`src/common/hold_clear_defs.svh`:
```
// constants for the faulty-station hold/clear policy block
`ifndef HOLD_CLEAR_DEFS_SVH
`define HOLD_CLEAR_DEFS_SVH

// ****************************************
// sizes
// ****************************************
`define STN_NUM 4
`define STN_W 2
`define AREA_W 2
`define SLOT_NUM 16
`define SLOT_W 4
`define DATA_W 16

// ****************************************
// receive area codes inside one station
// ****************************************
`define AREA_IN 2'h0
`define AREA_OUT 2'h1
`define AREA_WR 2'h2
`define AREA_RD 2'h3

// ****************************************
// reset values
// ****************************************
`define DATA_CLEAR 16'h0000
`define SLOT_ZERO 4'h0

`endif

```
`src/common/hold_clear_pkg.sv`:
```
// types for the faulty-station hold/clear policy block
`include "hold_clear_defs.svh"

package hold_clear_pkg;

    // kind of peer station sitting on one station number
    typedef enum logic [1:0] {
        STN_REMOTE_IO = 2'h0,
        STN_REMOTE_DEV = 2'h1,
        STN_LOCAL = 2'h2
    } stn_kind_t;

    // clear sweep machine
    typedef enum logic [1:0] {
        SWP_IDLE = 2'h1,
        SWP_CLEAR = 2'h2
    } sweep_state_t;

    // whole state of the policy block
    typedef struct packed {
        logic [`STN_NUM-1:0] err;
        logic [`STN_NUM-1:0] lstop;
        logic mstop;
        logic lkstop;
        logic [`SLOT_NUM-1:0] pend;
        logic [`SLOT_NUM-1:0] held;
        logic rx_ready;
        sweep_state_t swp;
        logic [`SLOT_W-1:0] slot;
    } policy_state_t;

    // whole state of the area memory read side
    typedef struct packed {
        logic [`DATA_W-1:0] rd_data;
    } mem_state_t;

endpackage

```
`src/verilog/rx_area_mem.sv`:
```
// receive area memory, one word per station and area, registered read
`timescale 1ns/1ps
`include "hold_clear_defs.svh"

module rx_area_mem
(
    input wire logic clk,
    input wire logic rst,
    input wire logic ce,
    input wire logic we,
    input wire logic [`SLOT_W-1:0] waddr,
    input wire logic [`DATA_W-1:0] wdata,
    input wire logic [`SLOT_W-1:0] raddr,
    output logic [`DATA_W-1:0] rdata
);
    import hold_clear_pkg::*;

    // ****************************************
    // storage
    // ****************************************
    logic [`DATA_W-1:0] mem_reg [`SLOT_NUM];
    mem_state_t st_reg;
    mem_state_t st_next;

    // read data latched so the consumer sees a flop
    always_comb
    begin
        st_next = st_reg;
        st_next.rd_data = mem_reg[raddr];
    end

    always_ff @(posedge clk)
    begin
        if (rst)
            st_reg <= '0;
        else if (ce)
            st_reg <= st_next;
    end

    // array not reset: the policy block sweeps it when it matters
    always_ff @(posedge clk)
    begin
        if (ce && we)
            mem_reg[waddr] <= wdata;
    end

    assign rdata = st_reg.rd_data;
endmodule

```
`src/verilog/hold_clear_policy.sv`:
```
// faulty-station hold/clear policy for the cyclic receive areas
`timescale 1ns/1ps
`include "hold_clear_defs.svh"

module hold_clear_policy
(
    input wire logic clk,
    input wire logic rst,
    input wire logic ce,
    input wire logic setting_valid,
    input wire logic setting_hold,
    input wire logic param_by_instr,
    input wire logic refresh_to_output_dev,
    input wire logic is_local,
    input wire logic [`STN_W-1:0] own_station,
    input wire hold_clear_pkg::stn_kind_t station_kind [`STN_NUM],
    input wire logic [`STN_NUM-1:0] station_err,
    input wire logic [`STN_NUM-1:0] local_cpu_stop,
    input wire logic master_cpu_stop,
    input wire logic link_stop,
    input wire logic rx_valid,
    input wire logic [`STN_W-1:0] rx_station,
    input wire logic [`AREA_W-1:0] rx_area,
    input wire logic [`DATA_W-1:0] rx_data,
    input wire logic [`STN_W-1:0] rd_station,
    input wire logic [`AREA_W-1:0] rd_area,
    output logic [`DATA_W-1:0] rd_data,
    output logic rx_ready,
    output logic [`SLOT_NUM-1:0] area_held,
    output logic clear_busy
);
    import hold_clear_pkg::*;

    // ****************************************
    // state and decode
    // ****************************************
    policy_state_t st_reg;
    policy_state_t st_next;
    logic hold_eff;
    logic mstop_rise;
    logic lk_rise;
    logic [`SLOT_NUM-1:0] frozen;
    logic [`SLOT_NUM-1:0] set_clr;
    logic [`SLOT_W-1:0] rx_slot;
    logic link_we;
    logic mem_we;
    logic [`SLOT_W-1:0] mem_addr;
    logic [`DATA_W-1:0] mem_wdata;

    // unconfigured setting falls back to clear
    assign hold_eff = setting_valid & setting_hold;
    assign mstop_rise = master_cpu_stop & ~st_reg.mstop;
    assign lk_rise = link_stop & ~st_reg.lkstop;
    assign rx_slot = {rx_station, rx_area};

    // ****************************************
    // per station freeze and clear triggers
    // ****************************************
    genvar s;
    generate
        for (s = 0; s < `STN_NUM; s = s + 1)
        begin : g_stn
            logic err_rise;
            logic lstop_rise;
            logic lk_local;
            logic other_stn;
            assign err_rise = station_err[s] & ~st_reg.err[s];
            assign lstop_rise = local_cpu_stop[s] & ~st_reg.lstop[s];
            assign lk_local = st_reg.lkstop & is_local;
            assign other_stn = (own_station != `STN_W'(s));
            // input area: no update while the peer is faulty, cleared or held
            assign frozen[s*4+0] = st_reg.err[s];
            assign set_clr[s*4+0] = err_rise & ~hold_eff;
            // output area: a local stop touches only that station's own area; master and link stops reach other stations' areas
            assign frozen[s*4+1] = (st_reg.mstop & ~is_local)
                | (st_reg.lstop[s] & refresh_to_output_dev)
                | lk_local;
            assign set_clr[s*4+1] =
                (mstop_rise & ~is_local & ~param_by_instr & refresh_to_output_dev)
                | (lstop_rise & refresh_to_output_dev)
                | (lk_rise & is_local & ~hold_eff & other_stn);
            // write words keep running unless the whole link stops at a local station
            assign frozen[s*4+2] = lk_local;
            assign set_clr[s*4+2] = 1'b0;
            // read words retained for faulty device or local peers
            assign frozen[s*4+3] = (st_reg.err[s] & (station_kind[s] != STN_REMOTE_IO))
                | lk_local;
            assign set_clr[s*4+3] = 1'b0;
        end
    endgenerate

    // link writes only land on live, non-pending slots
    assign link_we = rx_valid & st_reg.rx_ready & ~frozen[rx_slot] & ~st_reg.pend[rx_slot];

    // ****************************************
    // memory write mux
    // ****************************************
    // the sweep owns the port; rx_ready is low meanwhile so nothing is lost
    always_comb
    begin
        mem_we = 1'b0;
        mem_addr = rx_slot;
        mem_wdata = rx_data;
        if (st_reg.swp == SWP_CLEAR)
        begin
            mem_we = 1'b1;
            mem_addr = st_reg.slot;
            mem_wdata = `DATA_CLEAR;
        end
        else if (link_we)
        begin
            mem_we = 1'b1;
        end
    end

    // ****************************************
    // next state
    // ****************************************
    always_comb
    begin
        logic [`SLOT_NUM-1:0] pend_n;
        logic [`SLOT_W-1:0] pick;
        pend_n = st_reg.pend;
        pick = `SLOT_ZERO;
        st_next = st_reg;
        st_next.err = station_err;
        st_next.lstop = local_cpu_stop;
        st_next.mstop = master_cpu_stop;
        st_next.lkstop = link_stop;
        st_next.held = frozen;
        // retire the slot just cleared; a new trigger in this cycle wins
        if (st_reg.swp == SWP_CLEAR)
            pend_n[st_reg.slot] = 1'b0;
        pend_n = pend_n | set_clr;
        st_next.pend = pend_n;
        // lowest pending slot goes first
        for (int i = `SLOT_NUM - 1; i >= 0; i--)
        begin
            if (pend_n[i])
                pick = i[`SLOT_W-1:0];
        end
        st_next.slot = pick;
        unique case (st_reg.swp)
            SWP_IDLE:
            begin
                if (|st_reg.pend)
                    st_next.swp = SWP_CLEAR;
            end
            SWP_CLEAR:
            begin
                if (!(|pend_n))
                    st_next.swp = SWP_IDLE;
            end
            default:
            begin
                st_next.swp = SWP_IDLE;
            end
        endcase
        // pick must point at the current pend when entering the sweep
        if (st_reg.swp == SWP_IDLE)
        begin
            for (int i = `SLOT_NUM - 1; i >= 0; i--)
            begin
                if (st_reg.pend[i])
                    st_next.slot = i[`SLOT_W-1:0];
            end
        end
        st_next.rx_ready = (st_next.swp == SWP_IDLE) && !(|pend_n);
    end

    // state register, frozen while ce is low
    always_ff @(posedge clk)
    begin
        if (rst)
        begin
            st_reg <= '0;
            st_reg.swp <= SWP_IDLE;
            st_reg.rx_ready <= 1'b1;
        end
        else if (ce)
            st_reg <= st_next;
    end

    // ****************************************
    // memory and outputs
    // ****************************************
    rx_area_mem u_mem
    (
        .clk(clk),
        .rst(rst),
        .ce(ce),
        .we(mem_we),
        .waddr(mem_addr),
        .wdata(mem_wdata),
        .raddr({rd_station, rd_area}),
        .rdata(rd_data)
    );

    assign rx_ready = st_reg.rx_ready;
    assign area_held = st_reg.held;
    assign clear_busy = st_reg.swp[1]; // one-hot bit of the clear state, no decode

    // ****************************************
    // checks
    // ****************************************
    AST_IN_CLEAR: assert property (@(posedge clk) disable iff (rst)
        ce && station_err[0] && !st_reg.err[0] && hold_eff == 1'b0 |=> st_reg.pend[0])
        else $error("input area of faulty station 0 not queued for clear");

    AST_DEFAULT_CLEAR: assert property (@(posedge clk) disable iff (rst)
        ce && station_err[0] && !st_reg.err[0] && !setting_valid |=> st_reg.pend[0])
        else $error("unconfigured setting did not clear");

    AST_IN_HOLD: assert property (@(posedge clk) disable iff (rst)
        ce && hold_eff && station_err[1] && !st_reg.err[1] && !st_reg.pend[4]
        |=> !st_reg.pend[4])
        else $error("hold setting cleared an input area");

    AST_RD_RETAIN: assert property (@(posedge clk) disable iff (rst)
        st_reg.err[1] && station_kind[1] == STN_REMOTE_DEV |-> frozen[7] && !(link_we && rx_slot == 4'h7))
        else $error("read words of faulty device station updated");

    AST_MSTOP_CLEAR: assert property (@(posedge clk) disable iff (rst)
        ce && mstop_rise && !is_local && !param_by_instr && refresh_to_output_dev
        |=> st_reg.pend[1] && st_reg.pend[13] ##1 clear_busy)
        else $error("output areas not cleared on master stop");

    AST_LSTOP_ONLY: assert property (@(posedge clk) disable iff (rst)
        ce && local_cpu_stop[3] && !st_reg.lstop[3] && refresh_to_output_dev
        && !set_clr[9] && !st_reg.pend[9]
        |=> st_reg.pend[13] && !st_reg.pend[9])
        else $error("local stop clear hit the wrong station");

    AST_OTHERS_RUN: assert property (@(posedge clk) disable iff (rst)
        st_reg.lstop[3] && !st_reg.err[0] && !st_reg.mstop && !st_reg.lkstop && !st_reg.lstop[0]
        |-> !frozen[0] && !frozen[1] && !frozen[2] && !frozen[3])
        else $error("other station frozen by a local stop");

    AST_LINK_CLEAR: assert property (@(posedge clk) disable iff (rst)
        ce && lk_rise && is_local && !hold_eff && own_station == 2'h0
        && !st_reg.pend[1] && !set_clr[1]
        |=> st_reg.pend[13] && !st_reg.pend[1])
        else $error("link stop clear wrong at local station");

    AST_LINK_RETAIN: assert property (@(posedge clk) disable iff (rst)
        st_reg.lkstop && is_local |-> frozen[2] && frozen[3] && frozen[14] && frozen[15])
        else $error("word areas not retained on link stop");

    AST_SWEEP_ZERO: assert property (@(posedge clk) disable iff (rst)
        clear_busy |-> mem_we && mem_wdata == 16'h0000 && !link_we)
        else $error("clear sweep did not write zero");
endmodule

```
`config.mk`:
```
export PLATFORM = sky130hd
export DESIGN_NAME = hold_clear_policy
export DESIGN_NICKNAME = d
export VERILOG_FILES = /design/src/common/hold_clear_pkg.sv /design/src/verilog/rx_area_mem.sv /design/src/verilog/hold_clear_policy.sv
export VERILOG_INCLUDE_DIRS = /design/src /design/src/common
export SDC_FILE = /design/constraint.sdc
export NUM_CORES = 1
export LEC_CHECK = 0
export BUFFER_PORTS_ARGS = -buffer_cell sky130_fd_sc_hd__buf_2
export CAP_MARGIN = 20
export CORE_UTILIZATION = 40
export CTS_BUF_LIST = sky130_fd_sc_hd__clkbuf_2
export DETAILED_ROUTE_END_ITERATION = 12
export GPL_TIMING_DRIVEN = 0
export PLACE_DENSITY = 0.57
export SLEW_MARGIN = 30
export SYNTH_ARGS = -nofsm -noshare
export SYNTH_HDL_FRONTEND = slang
export SYNTH_SLANG_ARGS = --single-unit
```
`constraint.sdc`:
```
create_clock -name clk -period 5.8 [get_ports clk]
set_input_delay 1.16 -clock clk [delete_from_list [all_inputs] [get_ports clk]]
set_output_delay 1.16 -clock clk [all_outputs]
set_load 0.03 [all_outputs]
```
---- Yosys cells after proc, flatten, opt, wreduce, memory -nomap -nowiden ----
Memories as Yosys holds them, arrays and structs flattened. A register that Yosys moved wholly into a read port is not among the register bits.
Cells that the tools add are included.
operators by class
  order comparisons ....................... 3
  equality and inequality tests ........... 6
  multiplexer cells ....................... 49
  bitwise operators ....................... 79
  reduce and logical (&&, ||, !) cells .... 11
operators by type and width
  cell                                                               number
  2-to-1 mux 4 bit                                                   34
  AND 1 bit                                                          41
  2-to-1 mux 16 bit                                                  2
  OR reduction 16 bit                                                2
  bitwise OR 1 bit                                                   20
  AND 16 bit                                                         1
  inverter 16 bit                                                    1
  bitwise OR 16 x 14 -> 16 bit                                       1
  inverter 1 bit                                                     15
  < comparator 4 x 5 -> 1 bit, second input constant                 2
  nonzero test 2 bit                                                 5
  binary-select mux 1 bit (select 4 bit)                             2
  2-to-1 mux 1 bit                                                   7
  demux 1 bit (select 4 bit)                                         1
  == test 2 x 1 -> 1 bit, second input constant                      2
  greater-or-equal comparator 4 x 1 -> 1 bit, second input constant  1
  2-to-1 mux 2 bit                                                   2
  inequality test 2 bit, second input constant                       2
  case mux 2 bit (2 select lines)                                    1
  logical AND 1 bit                                                  3
  == test 2 bit, second input constant                               1
  inequality test 2 x 1 -> 1 bit, second input constant              1
  logical NOT 1 bit                                                  1
word-level totals
  flip-flop bits (word level) ............. 49
  memory bits (writable) .................. 256
  output and inout port bits .............. 34
  logic and storage cells ................. 158
  memories ................................ 1
memories
  name           depth  bits a word  read ports  clocked after Yosys merged registers in  write ports  line               source
  u_mem.mem_reg  16     16           1           1                                        1            rx_area_mem.sv:21  logic [`DATA_W-1:0] mem_reg [`SLOT_NUM];

---- Longest topological paths before layout ----
  word-level depth ........................ 41
  depth in mapped cells ................... 9
  gate-level depth less buffers ........... 8

---- Modules after synthesis ----
From an unflattened synthesis, not the netlist that was laid out.
second synthesis, totals
  cells, all modules ...................... 997
  area, all modules ....................... 13,625.6 um2
modules (own cells, without submodules)
  module             times used  cells each  area each (um2)  sequential area each (um2)
  rx_area_mem        1           608         10,548.9         8,007.7
  hold_clear_policy  1           389         3,076.7          920.9

---- Least setup slack after synthesis ----
No wires, ideal clock.
  kind .................................... input port to flip-flop
  start point ............................. input rx_area[0]
  end point ............................... memory u_mem.mem_reg[2][0] (netlist name) (enable)
  setup time .............................. 0.388 ns
  arrival ................................. 3.234 ns
  required time ........................... 5.412 ns
  setup slack ............................. 2.177 ns
  cell stages on the path ................. 7
  path through ............................ buf_2 mux4_2 nand2_1 nand3b_1 o41ai_2 nand3_1 nor2_1
on the way
  longest elaborated chain between the ends .. 10
  elaborated cells between the ends (all ways) .. 14
  classes of those cells .................. mux (9); bitwise (4); reduce/logical (1)
ends and longest elaborated chain
  what                                    line                      source
  from (decl)                             hold_clear_policy.sv:23   input wire logic [`AREA_W-1:0] rx_area,
  binary-select mux 1 bit (select 4 bit)  hold_clear_policy.sv:93   assign link_we = rx_valid & st_reg.rx_ready & ~frozen[rx_slot] & ~st_reg.pend[rx_slot];
  2-to-1 mux 1 bit (not written as such)  hold_clear_policy.sv:93
  inverter 1 bit                          hold_clear_policy.sv:93
  AND 1 bit (2 in a row)                  hold_clear_policy.sv:93
  2-to-1 mux 1 bit                        hold_clear_policy.sv:110  else if (link_we)
  2-to-1 mux 1 bit                        hold_clear_policy.sv:104  if (st_reg.swp == SWP_CLEAR)
  logical AND 1 bit                       rx_area_mem.sv:43         if (ce && we)
  2-to-1 mux 1 bit                        rx_area_mem.sv:43
  2-to-1 mux 1 bit (not written as such)  rx_area_mem.sv:44         mem_reg[waddr] <= wdata;
  to (decl)                               rx_area_mem.sv:21
Several ways; a longest one is shown, not always the timed one. The select of a mux whose other input is x is not followed.

---- Worst setup path in the final report ----
  start point ............................. register st_reg[34] (netlist name)
  end point ............................... memory u_mem.mem_reg[14][0] (netlist name) (enable)
on the way
  longest elaborated chain between the ends .. 9
ends and longest elaborated chain
  what                                    line                      source
  from (decl)                             hold_clear_policy.sv:37   policy_state_t st_reg;
  from (signal assigned)                  hold_clear_policy.sv:181  st_reg <= st_next;
  binary-select mux 1 bit (select 4 bit)  hold_clear_policy.sv:93
  2-to-1 mux 1 bit (not written as such)  hold_clear_policy.sv:93
  inverter 1 bit                          hold_clear_policy.sv:93
  AND 1 bit                               hold_clear_policy.sv:93
  2-to-1 mux 1 bit                        hold_clear_policy.sv:110
  2-to-1 mux 1 bit                        hold_clear_policy.sv:104
  logical AND 1 bit                       rx_area_mem.sv:43
  2-to-1 mux 1 bit                        rx_area_mem.sv:43
  2-to-1 mux 1 bit (not written as such)  rx_area_mem.sv:44
No other way between the ends. The select of a mux whose other input is x is not followed.

==> results.md <==
| Metric | Reported | Unit |
|:---|:---|:---|
| Peak ir drop on the vdd network | 0.1255 | mV |
| Cell count of the worst reg-to-reg path | 8 | - |
| Number of synthesized flops with an enable pin | 256 | - |
| Class of the worst hold path | flip-flop to flip-flop | - |
| Largest net degree at the start of global routing | 17 | - |
| Hold Crit Start | area_held[9] | - |
| Setup clock skew after layout | 0.1161 | ns |
| Placer's final routability congestion estimate | 0.9397 | - |
| Endpoint of the worst hold path | area_held[9] | - |
| Area of the placeable core | 32780 | sq um |
| Remaining antenna violation count | 0 | - |
| Final net count | 1063 | - |
| R2R setup slack | 2.58 | ns |
| Clock tree from TritonCTS | built | - |
| Yosys Warn Count | 0 | - |
| Count of max-cap constraint violations | 0 | - |
| Number of cells in the design after placement | 1365 | - |
| Power density relative to cell area | 292.8 | nW/um^2 |
| Result of the run | finished, final reports clean | - |
| Final count of hold timing violations | 0 | - |
| Non-Filler Instances | 1508 | - |
| Count of buffers from port buffering | 77 | - |
| Number of sinks on the clock net | 318 | - |
| Synthesized area | 13440 | sq um |
| Area of all placed cells without fillers | 15630 | sq um |
| Number of detailed-route iterations in the first pass | 5 | - |
| Hold-critical path depth | 2 | - |
| Fill cells | 2915 | - |
| Portion of synthesized cell area occupied by the leading cell type | 0.5719 | - |
| Post-synthesis cell count | 830 | - |
| Async S/R FF share, synth | 0 | - |
| Endpoint type of the worst setup path | flip-flop | - |
| Post-cts resize count | 0 | - |
| Vias in the first global route | 8336 | - |
| Avg Vias per Cell | 5.549 | - |
| Critical Path AT | 3.75 | ns |
| Total design power | 4.578 | mW |
| Crit Reg-Reg Endpoint | u_mem.mem_reg[14][0] | - |
| H-tree lvl count | 3 | - |
| Initial core utilization | 0.4100 | - |
| First-pass GRT wire length | 52.68 | mm |
| Later-pin clock latency in the skew report | 0.90 | ns |
| Largest driver fanout on the critical path | 9 | - |
| Cell type with the highest aggregate area in the netlist | sky130_fd_sc_hd__edfxtp_1 | - |
| Count of hold buffers inserted by post-cts repair | 0 | - |
| Via count | 8368 | - |
| Unrepaired setup endpoints after global routing | no | - |
| Total Routing Usage GR | 0.2148 | - |
| Synth area leaders | sky130_fd_sc_hd__edfxtp_1 (57%), sky130_fd_sc_hd__mux4_2 (15%), sky130_fd_sc_hd__dfxtp_1 (9.2%) | - |
| Req. time, crit path | 6.33 | ns |
| Crit path launch | st_reg[34] | - |
| Period utilisation layout | 0.5554 | - |
| Static leakage | 5.477 | nW |
| Post-synthesis sequential area ratio | 0.6642 | - |
| Area added between synthesis and finish | 16.30 | % |
| Max Transition Viols Final | 0 | - |
| Total negative slack | 0 | ns |
| Initial DRC Count | 753 | - |
| Top post-synthesis cells by count | sky130_fd_sc_hd__edfxtp_1 (256), sky130_fd_sc_hd__nor2_1 (89), sky130_fd_sc_hd__mux4_2 (87) | - |
| Number of antenna violations at the first check in global routing | 4 | - |
| Overall die area | 34340 | sq um |
| Actual transition at the worst max-transition pin | 1.041 | ns |
| Total wire length | 35.79 | mm |
| Worst Path Class, Setup | flip-flop to flip-flop | - |
| Sequential cell area | 8929 | sq um |
| Distinct cell type count after synthesis | 68 | - |
| Achievable Freq | 0.3104 | GHz |
| Rel. slew slack | 0.3062 | - |
| Floorplan die width | 185.3 | um |
| Element type at the critical path start | flip-flop | - |
| Synthesized Nets | 885 | - |
| Critical R2R Launch | st_reg[34] | - |
| Number of rows created at floorplan | 66 | - |
| Time the final worst path needs with I/O delays and setup | 3.221 | ns |
| Dominant cell by count in the synthesized netlist | sky130_fd_sc_hd__edfxtp_1 | - |
| Clock transition time at the flip-flop clock pins of the worst setup and hold paths | 0.11 | ns |
| Clk Tree Root Cell | sky130_fd_sc_hd__clkbuf_2 | - |
| Chip Height | 185.3 | um |
| Placed standard-cell area | 14870 | sq um |
| Flip-flop count of the largest register, all copies and words added | 256 | - |
| Multi-input gate area in the final layout | 4252 | sq um |
| HPWL after DPL | 23.66 | mm |
| Average wire per standard cell | 23.73 | um |
| Average size of a mapped cell | 16.19 | sq um |
| Post-synthesis sequential element count | 318 | - |
| Setup-violating endpoint count in the final report | 0 | - |
| Number of buffers on the longest clock path | 3 | - |
| Number of post-CTS setup repair buffers | 0 | - |
| Remaining global-route overflow | 0 | - |
| Post-route DRC violation count | 0 | - |
| Layout cells sized above 1 | 0.3635 | - |
| Main flop type after synthesis | sky130_fd_sc_hd__edfxtp_1 | - |
| I/O pins | 87 | - |
| Number of buffers created by CTS | 82 | - |
## final cells by class
type / instances / area share
buffer: 65 / 0.02337
inverter: 13 / 0.003121
multi-input combinational: 434 / 0.2720
sequential: 318 / 0.5712
clock buffer: 123 / 0.03938
antenna: 4 / 0.0006403
clock inverter: 15 / 0.006243
tap: 442 / 0.03538
timing repair buffer: 94 / 0.04874
## metrics by stage
step	utilization	setup WS (ns)	hold slack [ns]
2_1_floorplan	-	2.177	0.4616
3_3_place_gp	0.4386	1.000	0.4719
3_5_place_dp	0.4536	1.717	0.4774
4_1_cts	0.4753	2.574	0.4280
5_1_grt	0.4768	2.419	0.4409
6_report	0.4768	2.579	0.4934
## worst max path at each step
stage                            end  slack, ns  cells after the start
4_1_cts         u_mem.mem_reg[14][0]       2.57                      8
3_3_place_gp    u_mem.mem_reg[5][14]       1.00                      7
6_report        u_mem.mem_reg[14][0]       2.58                      8
3_5_place_dp   u_mem.mem_reg[14][14]       1.72                      8
5_1_grt         u_mem.mem_reg[14][0]       2.42                      8
2_1_floorplan    u_mem.mem_reg[2][0]       2.18                      7
## report_power, final
group	internal [mW]	switching, mW	total (mW)
clock network	0.606	0.897	1.50
logic	0.195	0.320	0.515
registers	2.52	0.0356	2.56
total	3.33	1.25	4.58
## per-layer routing
metal  wire length (um)  share of wire  GRT usage
met1              16060           0.45     0.2960
met2              16500           0.46     0.3363
met3               2590          0.072    0.04778
met4                640          0.018    0.07140
met5                  0              0          0
## critical path, cell delays in order (launching register included)
cell and delay (ns):
sky130_fd_sc_hd__dfxtp_1 0.31, sky130_fd_sc_hd__clkbuf_1 0.22, sky130_fd_sc_hd__mux4_2 0.50, sky130_fd_sc_hd__nand2_1 0.08, sky130_fd_sc_hd__nand3b_1 0.12, sky130_fd_sc_hd__o41ai_2 0.42, sky130_fd_sc_hd__nand3_1 0.46, sky130_fd_sc_hd__nor2_4 0.53
sky130_fd_sc_hd__buf_8 0.22
## cell families (layout without fill, tap and decap cells)
kind of cell | count (synthesis) | in the layout | synth area share
compound gates | 94 | 94 | 0.05176
fa+ha+maj | 2 | 2 | 0.001861
buf+inv | 78 | 310 | 0.03062
flops | 318 | 318 | 0.6642
mux | 125 | 125 | 0.1744
other cells | 0 | 4 | 0
simple gates | 213 | 213 | 0.07707
## placed cells by master, fill, tap and decap left out, drive strengths merged, types with 3 or more instances in the layout
master   count
a211oi      12
a21oi       16
a2bb2oi      3
a311oi       4
and2         3
and3         3
buf        142
clkbuf     140
clkinv      11
dfxtp       62
diode        4
edfxtp     256
inv         16
mux2         4
mux2i       34
mux4        87
nand2       37
nand2b       9
nand3       12
nand3b       6
nor2        89
nor2b       21
nor3         9
nor3b        6
nor4         6
o2111ai      4
o211ai       3
o21ai       17
o31a         3
o31ai        6
o41ai        3
(Power assumes the default switching activity.)
